## src/hw/psv_pkg.sv

```systemverilog
package psv_pkg;

    // Program counter geometry
    localparam int PC_W = 13;
    localparam int WORD_W = 7;
    localparam int PAGE_W = PC_W - WORD_W;
    localparam int PAGE_LSB = 7;
    localparam int WORD_MSB = 6;
    localparam logic [WORD_W-1:0] WORD_LAST = 7'h7F;

    // Program memory word layout
    localparam int ROM_W = 10;
    localparam int TABLE_W = 8;
    localparam int TABLE_MSB = 7;

    // Page map
    localparam logic [PAGE_W-1:0] PAGE_VECTOR = 6'h01;
    localparam logic [PAGE_W-1:0] PAGE_CALL = 6'h02;
    localparam logic [PC_W-1:0] VEC_AREA_FIRST = 13'h0080;
    localparam logic [PC_W-1:0] VEC_AREA_LAST = 13'h00FF;
    localparam logic [PC_W-1:0] CALL_AREA_FIRST = 13'h0100;
    localparam logic [PC_W-1:0] CALL_AREA_LAST = 13'h017F;
    localparam logic [PC_W-1:0] PC_RESET = 13'h0000;

    // Sources, in priority order: index 0 is served first
    localparam int NUM_SRC = 4;
    localparam int SRC_EXT = 0;
    localparam int SRC_T1 = 1;
    localparam int SRC_T2 = 2;
    localparam int SRC_T3 = 3;

    // In-page vector offsets, one per source
    localparam logic [WORD_W-1:0] VEC_OFS_EXT = 7'h00;
    localparam logic [WORD_W-1:0] VEC_OFS_T1 = 7'h04;
    localparam logic [WORD_W-1:0] VEC_OFS_T2 = 7'h06;
    localparam logic [WORD_W-1:0] VEC_OFS_T3 = 7'h08;

    // Interrupt control registers, 4 bits each
    localparam int CTRL_W = 4;
    localparam int CTRL1_EXT_BIT = 0;
    localparam int CTRL1_T1_BIT = 2;
    localparam int CTRL1_T2_BIT = 3;
    localparam int CTRL2_T3_BIT = 0;
    localparam logic [CTRL_W-1:0] CTRL1_RESET = 4'h0;
    localparam logic [CTRL_W-1:0] CTRL2_RESET = 4'h0;

    // External pin edge selection
    localparam logic [1:0] EXT_FALL = 2'h0;
    localparam logic [1:0] EXT_RISE = 2'h1;
    localparam logic [1:0] EXT_BOTH = 2'h2;

    // Context save widths
    localparam int DP_W = 10;
    localparam int ACC_W = 4;

endpackage : psv_pkg

```

## src/hw/psv_pend_flag.sv

```systemverilog
`timescale 1ns/10ps
module psv_pend_flag (
    // Clock and reset
    input wire logic clk_i,
    input wire logic rst_i,
    input wire logic en_i,
    // Flag control
    input wire logic set_i,
    input wire logic clr_i,
    // Flag state
    output logic flag_o
);

    logic flag_q;

    // Sticky request flag; a set in the clear cycle wins
    always_ff @(posedge clk_i or posedge rst_i) begin
        if (rst_i) begin
            flag_q <= 1'b0;
        end else if (en_i) begin
            if (set_i) begin
                flag_q <= 1'b1;
            end else if (clr_i) begin
                flag_q <= 1'b0;
            end
        end
    end

    assign flag_o = flag_q;

endmodule : psv_pend_flag

```

## src/hw/psv_sequencer.sv

```systemverilog
`timescale 1ns/10ps
module psv_sequencer (
    // Clock, reset, clock enable
    input wire logic clk_i,
    input wire logic rst_i,
    input wire logic en_i,
    // Instruction completion and flow control
    input wire logic step_i,
    input wire logic [1:0] inst_len_i,
    input wire logic load_i,
    input wire logic [psv_pkg::PC_W-1:0] load_addr_i,
    input wire logic page_two_call_op_i,
    input wire logic [psv_pkg::WORD_W-1:0] call_word_i,
    input wire logic return_from_service_op_i,
    // Table read
    input wire logic table_read_op_i,
    input wire logic [psv_pkg::PC_W-1:0] table_addr_i,
    input wire logic [psv_pkg::ROM_W-1:0] rom_word_i,
    // Global enable instructions
    input wire logic global_unmask_op_i,
    input wire logic global_mask_op_i,
    // Skip tests, one bit per source
    input wire logic [psv_pkg::NUM_SRC-1:0] skip_test_i,
    // Interrupt sources
    input wire logic ext_pin_i,
    input wire logic [1:0] ext_edge_sel_i,
    input wire logic timer_one_uflow_i,
    input wire logic timer_two_uflow_i,
    input wire logic timer_three_uflow_i,
    // Control register writes
    input wire logic ctrl_first_wr_i,
    input wire logic ctrl_second_wr_i,
    input wire logic [psv_pkg::CTRL_W-1:0] ctrl_data_i,
    input wire logic power_down_i,
    // Context to save on interrupt
    input wire logic [psv_pkg::DP_W-1:0] dp_i,
    input wire logic carry_i,
    input wire logic skip_i,
    input wire logic [psv_pkg::ACC_W-1:0] reg_a_i,
    input wire logic [psv_pkg::ACC_W-1:0] reg_b_i,
    // Program counter
    output logic [psv_pkg::PC_W-1:0] pc_o,
    output logic [psv_pkg::PAGE_W-1:0] page_select_field_o,
    output logic [psv_pkg::WORD_W-1:0] in_page_word_field_o,
    output logic [psv_pkg::PC_W-1:0] rom_addr_o,
    output logic in_vector_area_o,
    output logic in_call_page_o,
    // Table read result
    output logic [psv_pkg::TABLE_W-1:0] table_data_o,
    output logic table_valid_o,
    // Interrupt state
    output logic irq_take_o,
    output logic [psv_pkg::NUM_SRC-1:0] irq_src_o,
    output logic [psv_pkg::PC_W-1:0] ret_addr_o,
    output logic global_irq_enable_flag_o,
    output logic ext_pending_flag_o,
    output logic timer_one_pending_o,
    output logic timer_two_pending_o,
    output logic timer_three_pending_o,
    output logic [psv_pkg::NUM_SRC-1:0] skip_taken_o,
    // Control registers
    output logic [psv_pkg::CTRL_W-1:0] irq_control_first_o,
    output logic [psv_pkg::CTRL_W-1:0] irq_control_second_o,
    // Context save register
    output logic [psv_pkg::DP_W-1:0] ctx_dp_o,
    output logic ctx_carry_o,
    output logic ctx_skip_o,
    output logic [psv_pkg::ACC_W-1:0] ctx_reg_a_o,
    output logic [psv_pkg::ACC_W-1:0] ctx_reg_b_o
);

    logic [psv_pkg::PC_W-1:0] pc_q;
    logic [psv_pkg::PC_W-1:0] pc_d;
    logic [psv_pkg::PC_W-1:0] seq_pc;
    logic [psv_pkg::PC_W-1:0] vec_addr;
    logic [psv_pkg::PC_W-1:0] rom_addr_q;
    logic [psv_pkg::PC_W-1:0] ret_addr_q;
    logic [psv_pkg::CTRL_W-1:0] ctrl1_q;
    logic [psv_pkg::CTRL_W-1:0] ctrl2_q;
    logic [psv_pkg::NUM_SRC-1:0] irq_en;
    logic [psv_pkg::NUM_SRC-1:0] pend;
    logic [psv_pkg::NUM_SRC-1:0] req_set;
    logic [psv_pkg::NUM_SRC-1:0] ready;
    logic [psv_pkg::NUM_SRC-1:0] grant;
    logic [psv_pkg::NUM_SRC-1:0] skip_hit;
    logic [psv_pkg::NUM_SRC-1:0] flag_clr;
    logic [psv_pkg::NUM_SRC-1:0] irq_src_q;
    logic [psv_pkg::NUM_SRC-1:0] skip_taken_q;
    logic [psv_pkg::TABLE_W-1:0] table_data_q;
    logic gie_q;
    logic arm_q;
    logic take;
    logic take_q;
    logic tab_pend_q;
    logic tab_valid_q;
    logic ext_prev_q;
    logic ext_prev_ok_q;
    logic ext_event;
    logic vec_area_q;
    logic call_page_q;
    logic [psv_pkg::DP_W-1:0] ctx_dp_q;
    logic ctx_carry_q;
    logic ctx_skip_q;
    logic [psv_pkg::ACC_W-1:0] ctx_a_q;
    logic [psv_pkg::ACC_W-1:0] ctx_b_q;

    // Enable bits gathered in priority order
    assign irq_en[psv_pkg::SRC_EXT] = ctrl1_q[psv_pkg::CTRL1_EXT_BIT];
    assign irq_en[psv_pkg::SRC_T1] = ctrl1_q[psv_pkg::CTRL1_T1_BIT];
    assign irq_en[psv_pkg::SRC_T2] = ctrl1_q[psv_pkg::CTRL1_T2_BIT];
    assign irq_en[psv_pkg::SRC_T3] = ctrl2_q[psv_pkg::CTRL2_T3_BIT];

    // External pin change detector; first sample after reset only primes it
    always_ff @(posedge clk_i or posedge rst_i) begin
        if (rst_i) begin
            ext_prev_q <= 1'b0;
            ext_prev_ok_q <= 1'b0;
        end else if (en_i) begin
            ext_prev_q <= ext_pin_i;
            ext_prev_ok_q <= 1'b1;
        end
    end

    // Edge selection for the external request
    always_comb begin
        ext_event = 1'b0;
        if (ext_prev_ok_q) begin
            unique case (ext_edge_sel_i)
                psv_pkg::EXT_FALL: ext_event = ext_prev_q & ~ext_pin_i;
                psv_pkg::EXT_RISE: ext_event = ~ext_prev_q & ext_pin_i;
                psv_pkg::EXT_BOTH: ext_event = ext_prev_q ^ ext_pin_i;
                default: ext_event = 1'b0;
            endcase
        end
    end

    // Activating events per source, independent of any enable
    assign req_set[psv_pkg::SRC_EXT] = ext_event;
    assign req_set[psv_pkg::SRC_T1] = timer_one_uflow_i;
    assign req_set[psv_pkg::SRC_T2] = timer_two_uflow_i;
    assign req_set[psv_pkg::SRC_T3] = timer_three_uflow_i;

    // Acceptance needs flag, enable bit and global enable together
    assign ready = pend & irq_en & {psv_pkg::NUM_SRC{gie_q}};

    // Fixed priority: lowest index wins
    always_comb begin
        grant = '0;
        for (int i = psv_pkg::NUM_SRC - 1; i >= 0; i--) begin
            if (ready[i]) begin
                grant = '0;
                grant[i] = 1'b1;
            end
        end
    end

    // Interrupts are taken at an instruction boundary
    assign take = step_i & (|ready);

    // Vector address in page 1 for the granted source
    always_comb begin
        vec_addr = {psv_pkg::PAGE_VECTOR, psv_pkg::VEC_OFS_EXT};
        if (grant[psv_pkg::SRC_T1]) begin
            vec_addr = {psv_pkg::PAGE_VECTOR, psv_pkg::VEC_OFS_T1};
        end
        if (grant[psv_pkg::SRC_T2]) begin
            vec_addr = {psv_pkg::PAGE_VECTOR, psv_pkg::VEC_OFS_T2};
        end
        if (grant[psv_pkg::SRC_T3]) begin
            vec_addr = {psv_pkg::PAGE_VECTOR, psv_pkg::VEC_OFS_T3};
        end
    end

    // Skip test succeeds only with flag set and enable bit clear
    assign skip_hit = skip_test_i & pend & ~irq_en & {psv_pkg::NUM_SRC{step_i}};

    // Clear only the served source, or the skipped one
    assign flag_clr = (grant & {psv_pkg::NUM_SRC{take}}) | skip_hit;

    // One request flag per source
    generate
        for (genvar g = 0; g < psv_pkg::NUM_SRC; g++) begin : g_pend
            psv_pend_flag u_flag (
                .clk_i(clk_i),
                .rst_i(rst_i),
                .en_i(en_i),
                .set_i(req_set[g]),
                .clr_i(flag_clr[g]),
                .flag_o(pend[g])
            );
        end
    endgenerate

    // Next program counter: sequential step carries into the page field
    assign seq_pc = pc_q + {{(psv_pkg::PC_W - 2){1'b0}}, inst_len_i};

    // Program counter source selection: load, then page-two call, then sequential step
    always_comb begin
        pc_d = pc_q;
        if (step_i) begin
            if (load_i) begin
                pc_d = load_addr_i;
            end else if (page_two_call_op_i) begin
                pc_d = {psv_pkg::PAGE_CALL, call_word_i};
            end else begin
                pc_d = seq_pc;
            end
        end
    end

    // Program counter register; the vector overrides the step target
    always_ff @(posedge clk_i or posedge rst_i) begin
        if (rst_i) begin
            pc_q <= psv_pkg::PC_RESET;
        end else if (en_i) begin
            if (take) begin
                pc_q <= vec_addr;
            end else begin
                pc_q <= pc_d;
            end
        end
    end

    // Address where execution resumes after service
    always_ff @(posedge clk_i or posedge rst_i) begin
        if (rst_i) begin
            ret_addr_q <= psv_pkg::PC_RESET;
        end else if (en_i && take) begin
            ret_addr_q <= pc_d;
        end
    end

    // Page map decode of the new counter value
    always_ff @(posedge clk_i or posedge rst_i) begin
        if (rst_i) begin
            vec_area_q <= 1'b0;
            call_page_q <= 1'b0;
        end else if (en_i) begin
            vec_area_q <= (pc_d >= psv_pkg::VEC_AREA_FIRST) && (pc_d <= psv_pkg::VEC_AREA_LAST);
            call_page_q <= (pc_d >= psv_pkg::CALL_AREA_FIRST) && (pc_d <= psv_pkg::CALL_AREA_LAST);
            if (take) begin
                vec_area_q <= 1'b1;
                call_page_q <= 1'b0;
            end
        end
    end

    // Memory address: table address for one cycle, otherwise the counter
    always_ff @(posedge clk_i or posedge rst_i) begin
        if (rst_i) begin
            rom_addr_q <= psv_pkg::PC_RESET;
            tab_pend_q <= 1'b0;
        end else if (en_i) begin
            tab_pend_q <= table_read_op_i & ~take;
            if (table_read_op_i && !take) begin
                rom_addr_q <= table_addr_i;
            end else if (take) begin
                rom_addr_q <= vec_addr;
            end else begin
                rom_addr_q <= pc_d;
            end
        end
    end

    // Capture the low data bits of the addressed word
    always_ff @(posedge clk_i or posedge rst_i) begin
        if (rst_i) begin
            table_data_q <= '0;
            tab_valid_q <= 1'b0;
        end else if (en_i) begin
            tab_valid_q <= tab_pend_q;
            if (tab_pend_q) begin
                table_data_q <= rom_word_i[psv_pkg::TABLE_MSB:0];
            end
        end
    end

    // Global enable with one-instruction delay on unmask
    always_ff @(posedge clk_i or posedge rst_i) begin
        if (rst_i) begin
            gie_q <= 1'b0;
            arm_q <= 1'b0;
        end else if (en_i) begin
            if (take) begin
                gie_q <= 1'b0;
                arm_q <= 1'b0;
            end else if (step_i && global_mask_op_i) begin
                gie_q <= 1'b0;
                arm_q <= 1'b0;
            end else if (step_i && global_unmask_op_i) begin
                arm_q <= 1'b1;
            end else if (step_i && arm_q) begin
                gie_q <= 1'b1;
                arm_q <= 1'b0;
            end
        end
    end

    // Interrupt control registers
    always_ff @(posedge clk_i or posedge rst_i) begin
        if (rst_i) begin
            ctrl1_q <= psv_pkg::CTRL1_RESET;
            ctrl2_q <= psv_pkg::CTRL2_RESET;
        end else if (en_i) begin
            if (power_down_i) begin
                ctrl1_q <= psv_pkg::CTRL1_RESET;
            end else if (ctrl_first_wr_i) begin
                ctrl1_q <= ctrl_data_i;
            end
            if (ctrl_second_wr_i) begin
                ctrl2_q <= ctrl_data_i;
            end
        end
    end

    // Context save register, single level
    always_ff @(posedge clk_i or posedge rst_i) begin
        if (rst_i) begin
            ctx_dp_q <= '0;
            ctx_carry_q <= 1'b0;
            ctx_skip_q <= 1'b0;
            ctx_a_q <= '0;
            ctx_b_q <= '0;
        end else if (en_i && take) begin
            ctx_dp_q <= dp_i;
            ctx_carry_q <= carry_i;
            ctx_skip_q <= skip_i;
            ctx_a_q <= reg_a_i;
            ctx_b_q <= reg_b_i;
        end
    end

    // Take and skip pulses for the sequencer
    always_ff @(posedge clk_i or posedge rst_i) begin
        if (rst_i) begin
            take_q <= 1'b0;
            irq_src_q <= '0;
            skip_taken_q <= '0;
        end else if (en_i) begin
            take_q <= take;
            irq_src_q <= take ? grant : '0;
            skip_taken_q <= skip_hit;
        end
    end

    // Outputs straight from flip-flops
    assign pc_o = pc_q;
    assign page_select_field_o = pc_q[psv_pkg::PC_W-1:psv_pkg::PAGE_LSB];
    assign in_page_word_field_o = pc_q[psv_pkg::WORD_MSB:0];
    assign rom_addr_o = rom_addr_q;
    assign in_vector_area_o = vec_area_q;
    assign in_call_page_o = call_page_q;
    assign table_data_o = table_data_q;
    assign table_valid_o = tab_valid_q;
    assign irq_take_o = take_q;
    assign irq_src_o = irq_src_q;
    assign ret_addr_o = ret_addr_q;
    assign global_irq_enable_flag_o = gie_q;
    assign ext_pending_flag_o = pend[psv_pkg::SRC_EXT];
    assign timer_one_pending_o = pend[psv_pkg::SRC_T1];
    assign timer_two_pending_o = pend[psv_pkg::SRC_T2];
    assign timer_three_pending_o = pend[psv_pkg::SRC_T3];
    assign skip_taken_o = skip_taken_q;
    assign irq_control_first_o = ctrl1_q;
    assign irq_control_second_o = ctrl2_q;
    assign ctx_dp_o = ctx_dp_q;
    assign ctx_carry_o = ctx_carry_q;
    assign ctx_skip_o = ctx_skip_q;
    assign ctx_reg_a_o = ctx_a_q;
    assign ctx_reg_b_o = ctx_b_q;

endmodule : psv_sequencer

```

## config.mk

```make
export PLATFORM = sky130hd
export DESIGN_NAME = psv_sequencer
export DESIGN_NICKNAME = d
export VERILOG_FILES = /design/src/hw/psv_pkg.sv /design/src/hw/psv_pend_flag.sv /design/src/hw/psv_sequencer.sv
export SDC_FILE = /design/constraint.sdc
export NUM_CORES = 1
export LEC_CHECK = 0
export BUFFER_PORTS_ARGS = -buffer_cell sky130_fd_sc_hd__buf_2
export CAP_MARGIN = 0
export CORE_MARGIN = 2
export CORE_UTILIZATION = 48
export CTS_CLUSTER_DIAMETER = 150
export DETAILED_ROUTE_END_ITERATION = 7
export PLACE_DENSITY_LB_ADDON = 0.1
export SETUP_SLACK_MARGIN = 0.05
export SLEW_MARGIN = 20
export SYNTH_ARGS = -nofsm -noshare
export SYNTH_HDL_FRONTEND = slang
export SYNTH_SLANG_ARGS = --single-unit
```

## constraint.sdc

```tcl
create_clock -name clk_i -period 3.83 [get_ports clk_i]
set_clock_uncertainty 0.15 [all_clocks]
set_input_delay 0.766 -clock clk_i [delete_from_list [all_inputs] [get_ports clk_i]]
set_output_delay 0.766 -clock clk_i [all_outputs]
set_load 0.05 [all_outputs]
```

# Yosys cells after proc, flatten, opt, wreduce, memory -nomap -nowiden
# Cells that the tools add are included.
word_totals:
  regBits: 96
  latchBits: 0
  ram_bits: 0
  mem_bits_ro: 0
  output_inout_bits: 105
  memories: 0
op_classes:
  add_sub_neg: 1
  mul: 0
  div: 0
  magnitude_cmp: 4
  n_eq_ne: 3
  shifts: 0
  muxes: 35
  bitwise_logic: 16
  n_reduce_logical: 26
ops:
  columns: ["op", "count"]
  rows:
  - ["$mux W13", 7]
  - ["$mux W4", 7]
  - ["$and A4 B4 Y4", 6]
  - ["$mux W1", 19]
  - ["$reduce_and A2 Y1", 8]
  - ["$add A13 B2 Y13", 1]
  - ["$ge A13 B8 Y1 const B", 1]
  - ["$ge A13 B9 Y1 const B", 1]
  - ["$le A13 B8 Y1 const B", 1]
  - ["$le A13 B9 Y1 const B", 1]
  - ["$reduce_bool A2 Y1", 5]
  - ["$logic_and A1 B1 Y1", 7]
  - ["$and A1 B1 Y1", 4]
  - ["$not A4 Y4", 1]
  - ["$or A4 B4 Y4", 1]
  - ["$reduce_bool A4 Y1", 1]
  - ["$reduce_or A4 Y1", 1]
  - ["$mux W3", 1]
  - ["$ne A3 B3 Y1 const B", 1]
  - ["$not A1 Y1", 3]
  - ["$pmux W1 S3", 1]
  - ["$reduce_and A3 Y1", 1]
  - ["$reduce_bool A3 Y1", 1]
  - ["$eq A2 B1 Y1 const B", 1]
  - ["4 further kinds", 4]

# Logic depth before layout (Yosys ltp)
depth:
  depth_word: 11
  ltp_mapped: 9
  mapped_depth_nobuf: 9

# Modules after synthesis
# Synthesis repeated with hierarchy kept, for this count alone.
hier_totals:
  cells_unflattened: 434
  area_unflattened_um2: 4636.9
modules_own_cells:
  columns: ["module", "n_inst", "cells_per_inst", "area_per_inst_um2"]
  rows:
  - ["psv_sequencer", 1, 418, 4471.8]
  - ["psv_pend_flag", 4, 4, 41.3]

# Least setup slack after synthesis
# No wires, ideal clock.
synth_timing:
  path_kind: "register -> register"
  start: "reg pc_q (netlist bit pc_o[0])"
  end: "reg call_page_q, in the netlist in_call_page_o"
  setup_ps: 80
  arrival_time_ps: 2683
  required_ps: 3600
  slack_ps: 917
  path_stages_with_launch: 10
  path_cell_list: "dfrtp_1 -> ha_1 -> inv_1 -> fa_1 -> nand3b_1 -> o21ai_1 -> a21oi_1 -> a21o_2 -> or4b_4 -> o22ai_2"
synth_via:
  elab_chain_cells: 7
  elab_cells_between_ends: 8
synth_lines:
  columns: ["element", "line_no", "source"]
  rows:
  - ["from (decl)", "psv_sequencer.sv:72", "logic [psv_pkg::PC_W-1:0] pc_q;"]
  - ["from (signal assigned)", "psv_sequencer.sv:214", "pc_q <= psv_pkg::PC_RESET;"]
  - ["from (signal assigned)", "psv_sequencer.sv:217", "pc_q <= vec_addr;"]
  - ["from (signal assigned)", "psv_sequencer.sv:219", "pc_q <= pc_d;"]
  - ["$add A13 B2 Y13", "psv_sequencer.sv:195", "assign seq_pc = pc_q + {{(psv_pkg::PC_W - 2){1'b0}}, inst_len_i};"]
  - ["$mux W13", "psv_sequencer.sv:203", "end else if (page_two_call_op_i) begin"]
  - ["$mux W13", "psv_sequencer.sv:201", "if (load_i) begin"]
  - ["$mux W13 (*)", "psv_sequencer.sv:200", "if (step_i) begin"]
  - ["$ge A13 B9 Y1 or $le A13 B9 Y1 (tied branches)", "psv_sequencer.sv:240", "call_page_q <= (pc_d >= psv_pkg::CALL_AREA_FIRST) && (pc_d <= psv_pkg::CALL_AREA_LAST);"]
  - ["$logic_and A1 B1 Y1 (*)", "psv_sequencer.sv:240", null]
  - ["$mux W1 (*)", "psv_sequencer.sv:241", "if (take) begin"]
  - ["to (signal assigned)", "psv_sequencer.sv:240", null]
  - ["to (decl)", "psv_sequencer.sv:100", "logic call_page_q;"]
# Mark *: on every way between the ends. The rest lies on a longest branch, timed or not.
# A chain may end at the register's enable or synchronous reset.

# Worst setup path in the final report
layout_timing:
  start: "in inst_len_i[0]"
  end: "reg vec_area_q, in the netlist in_vector_area_o"
layout_via:
  elab_chain_cells: 7
  elab_cells_between_ends: 8
layout_lines:
  columns: ["element", "line_no", "source"]
  rows:
  - ["from (decl)", "psv_sequencer.sv:9", "input wire logic [1:0] inst_len_i,"]
  - ["$add A13 B2 Y13 (*)", "psv_sequencer.sv:195", null]
  - ["$mux W13 (*)", "psv_sequencer.sv:203", null]
  - ["$mux W13 (*)", "psv_sequencer.sv:201", null]
  - ["$mux W13 (*)", "psv_sequencer.sv:200", null]
  - ["$ge A13 B8 Y1 or $le A13 B8 Y1 (tied branches)", "psv_sequencer.sv:239", "vec_area_q <= (pc_d >= psv_pkg::VEC_AREA_FIRST) && (pc_d <= psv_pkg::VEC_AREA_LAST);"]
  - ["$logic_and A1 B1 Y1 (*)", "psv_sequencer.sv:239", null]
  - ["$mux W1 (*)", "psv_sequencer.sv:241", null]
  - ["to (signal assigned)", "psv_sequencer.sv:239", null]
  - ["to (decl)", "psv_sequencer.sv:99", "logic vec_area_q;"]
# Marked as above.

==> flow_summary_export.csv <==
group,metric,value,unit
final_layout,utilization,60.9,%
setup_path,required,3.94,ns
drt,first_pass_iters,4,
clock_tree,cts_sinks,96,
sta,period_share,78.2,%
grt,grt_overflow,0,
synth,yosysUniqueCellTypes,55,
sta,grt_setup_unrepaired,"no",
placement,hpwl,8990,um
drt,dr.first_iter.drc_count,194,
worst_hold_path,min_from,"ext_prev_ok_q",
grt,grt_start_max_net_pins,88,
synth,seq_area_frac_synth,51.2,%
power_and_ir_drop,vdd_drop_max,0.000666,V
final_layout,layout-drive-gt1-share,41.9,%
sta,setup-violations-final,0,
floorplan,dieArea,10600,um^2
sta,whs,0.329,ns
setup_path,critPathMaxFanout,7,
grt,antenna_found_initial,0,
setup_path,worstPathArrival,3.10,ns
synth,synth_area_per_cell,10.4,um^2
sta,hold_viol,0,
final_layout,area_delta_synth_final,25.2,%
synth,synth_ff_type,"dfrtp_1",
clock_tree,cts_hold_buf,0,
floorplan,die_width,103,um
clock_tree,cts_setup_buffers,0,
floorplan,initial_core_util,48.7,%
synth,synth_top_area_share,51.2,%
synth,netlist_instances,452,
drt,drc_errors,0,
power_and_ir_drop,power_density,640,nW/um^2
run,maxCapViolations,0,
synth,synth_edf_count,0,
floorplan,io_pins,197,
clock_tree,ctsResizeCount,0,
drt,drtAntennaViolNets,0,
synth,yosys_warnings,0,
setup_path,worstSetupStartpointType,"primary input",
clock_tree,htree_levels,3,
setup_path,endpoint_kind,"register",
clock_tree,clk_pin_slew,0.09,ns
placement,io_buffers,193,
drt,wl,12300,um
sta,setup_tns,0,ns
setup_path,reg2reg_from,"pc_o[0]",
final_layout,diodes,0,
setup_path,path_cells,"buf_2, ha_1, inv_1, fa_1, nand3b_1, nor4_1, mux2i_1, nand4_1, o221ai_1",
grt,grt.total_usage,23.5,%
power_and_ir_drop,power.leakage,2.97,nW
grt,grt_pass1_vias,3831,
final_layout,fin_area,5870,um^2
clock_tree,cts_tree,"done",
setup_path,slowest_delay,0.49,ns
synth,synthArstFlopShare,100,%
run_status,status,"finished clean",
grt,grt_pass1_wl,19000,um
drt,vias,4071,
synth,syn_nets,549,
sta,worst_pin_slew,0.754,ns
sta,timing.slew.headroom,49.7,%
synth,ys_ff_latch,96,
clock_tree,cts_max_path_buffers,2,
synth,synth_area,4690,um^2
sta,max_freq,0.334,GHz
worst_hold_path,holdCritPathClass,"register to register",
sta,drv_slew,0,
floorplan,core-area,9640,um^2
clock_tree,clkLatencyLatePin,0.36,ns
final_layout,nNetsFinal,724,
final_layout,fin_cells,765,
synth,synth_area_leaders,"dfrtp_1, mux2_2, o21ai_0, nand2_1, inv_1",
setup_path,crit_path_start,"inst_len_i[0]",
setup_path,cp_slowest_cell,"mux2i_1",
placement,place_area,5680,um^2
drt,wire_per_inst,16.1,um
placement,place_inst,749,
placement,globalplace.congestion,0.847,
synth,synth_top_cell_by_area,"dfrtp_1",
sta,period_needed,3.00,ns
floorplan,rows,36,
drt,via_per_inst,5.32,
clock_tree,cts-root-buf,"clkbuf_8",
floorplan,die_y,103,um
clock_tree,cts_buffers,9,
setup_path,crit_type,"primary input to register",
metal layers:
layer | vias up | routed length (um) | global-route usage [%]
met1 | 1945 | 5410 | 31.2
li1 | 1943 | - | -
met3 | 22 | 936 | 6.78
met4 | 0 | 295 | 9.82
met5 | - | 0 | 0
met2 | 161 | 5690 | 36.2
final cells by class:
class,count,area [um^2]
Timing Repair Buffer,201,1030
Clock buffer,14,173
Fill cell,896,3770
Clock inverter,2,12.5
Sequential cell,96,2400
Inverter,37,144
Multi-Input combinational cell,282,1950
Tap cell,133,166
sequential cells by signal, indices dropped and copies added, names as in the netlist, 4 cells and up:
signal / flops
ctx_dp_o: 10
ctx_reg_a_o: 4
ctx_reg_b_o: 4
g_pend.u_flag.flag_o: 4
irq_control_first_o: 4
irq_control_second_o: 4
irq_src_o: 4
pc_o: 13
ret_addr_o: 13
rom_addr_o: 13
skip_taken_o: 4
table_data_o: 8
critical path: cells and delay by family:
| kind | cells | cell delay [ns] |
|---|---|---|
| buf+inv | 2 | 0.14 |
| mux | 1 | 0.49 |
| simple gates | 3 | 0.90 |
| fa+ha+maj | 2 | 0.57 |
| compound gates | 1 | 0.24 |
cells in the final DEF, fill, tap and decap left out, types with 5 or more instances in the layout:
cell / count
buf_4: 8
o22ai_1: 16
a21oi_1: 16
nand2b_1: 5
nor2b_1: 8
nor2_1: 16
a31oi_1: 5
mux2i_1: 9
nand3_1: 8
o21ai_0: 37
dfrtp_1: 96
nand4_1: 7
nand2_1: 43
a22o_1: 7
buf_2: 193
inv_1: 36
mux2_2: 39
clkbuf_8: 12
through the flow:
step / power [mW] / setup WS, ns
floorplan: 2.74 / 0.409
global placement: 3.13 / 0.579
detailed placement: 3.16 / 0.519
CTS: 3.79 / 0.881
global route: 3.95 / 0.691
finish: 3.76 / 0.834
synth_stat cells (4+ instances only):
cell / n
buf_4: 15
a31oi_1: 5
nand3_1: 8
dfrtp_1: 96
nand4_1: 7
mux2_2: 39
nand2b_1: 5
a22o_1: 7
clkbuf_1: 14
nor2_1: 16
mux2i_1: 9
inv_1: 37
a32o_1: 4
o21ai_0: 37
nor2b_1: 8
ha_1: 4
o22ai_1: 16
nand2_1: 43
a21oi_1: 16
o21a_1: 4
buf_2: 6
kinds of logic after synthesis:
group / synth area share [%]
AO/OA/AOI/OAI: 15.8
AND/OR/NAND/NOR: 12.5
flip-flops: 51.2
buffers and inverters: 7.28
multiplexers: 11.3
adder cells (fa/ha/maj): 1.49
XOR/XNOR: 0.374
where the power goes:
part	internal, mW	total [mW]	switching, mW	leakage, nW
combinational	0.424	1.72	1.30	1.66
sequential	1.25	1.41	0.155	1.21
clock	0.290	0.626	0.337	0.0927
total	1.97	3.76	1.79	2.97
path summary, 6_finish.rpt:
check	to	cells after the start	slack, ns
max	in_vector_area_o	9	0.83
min	ext_prev_ok_q	1	0.33
max reg2reg	in_vector_area_o	8	0.86
min reg2reg	ext_prev_ok_q	1	0.33
max in group asynchronous	g_pend[3].u_flag.flag_o	3	2.52
min in group asynchronous	ret_addr_o[12]	2	0.40
Note: power is estimated with default switching activity, not from simulation.
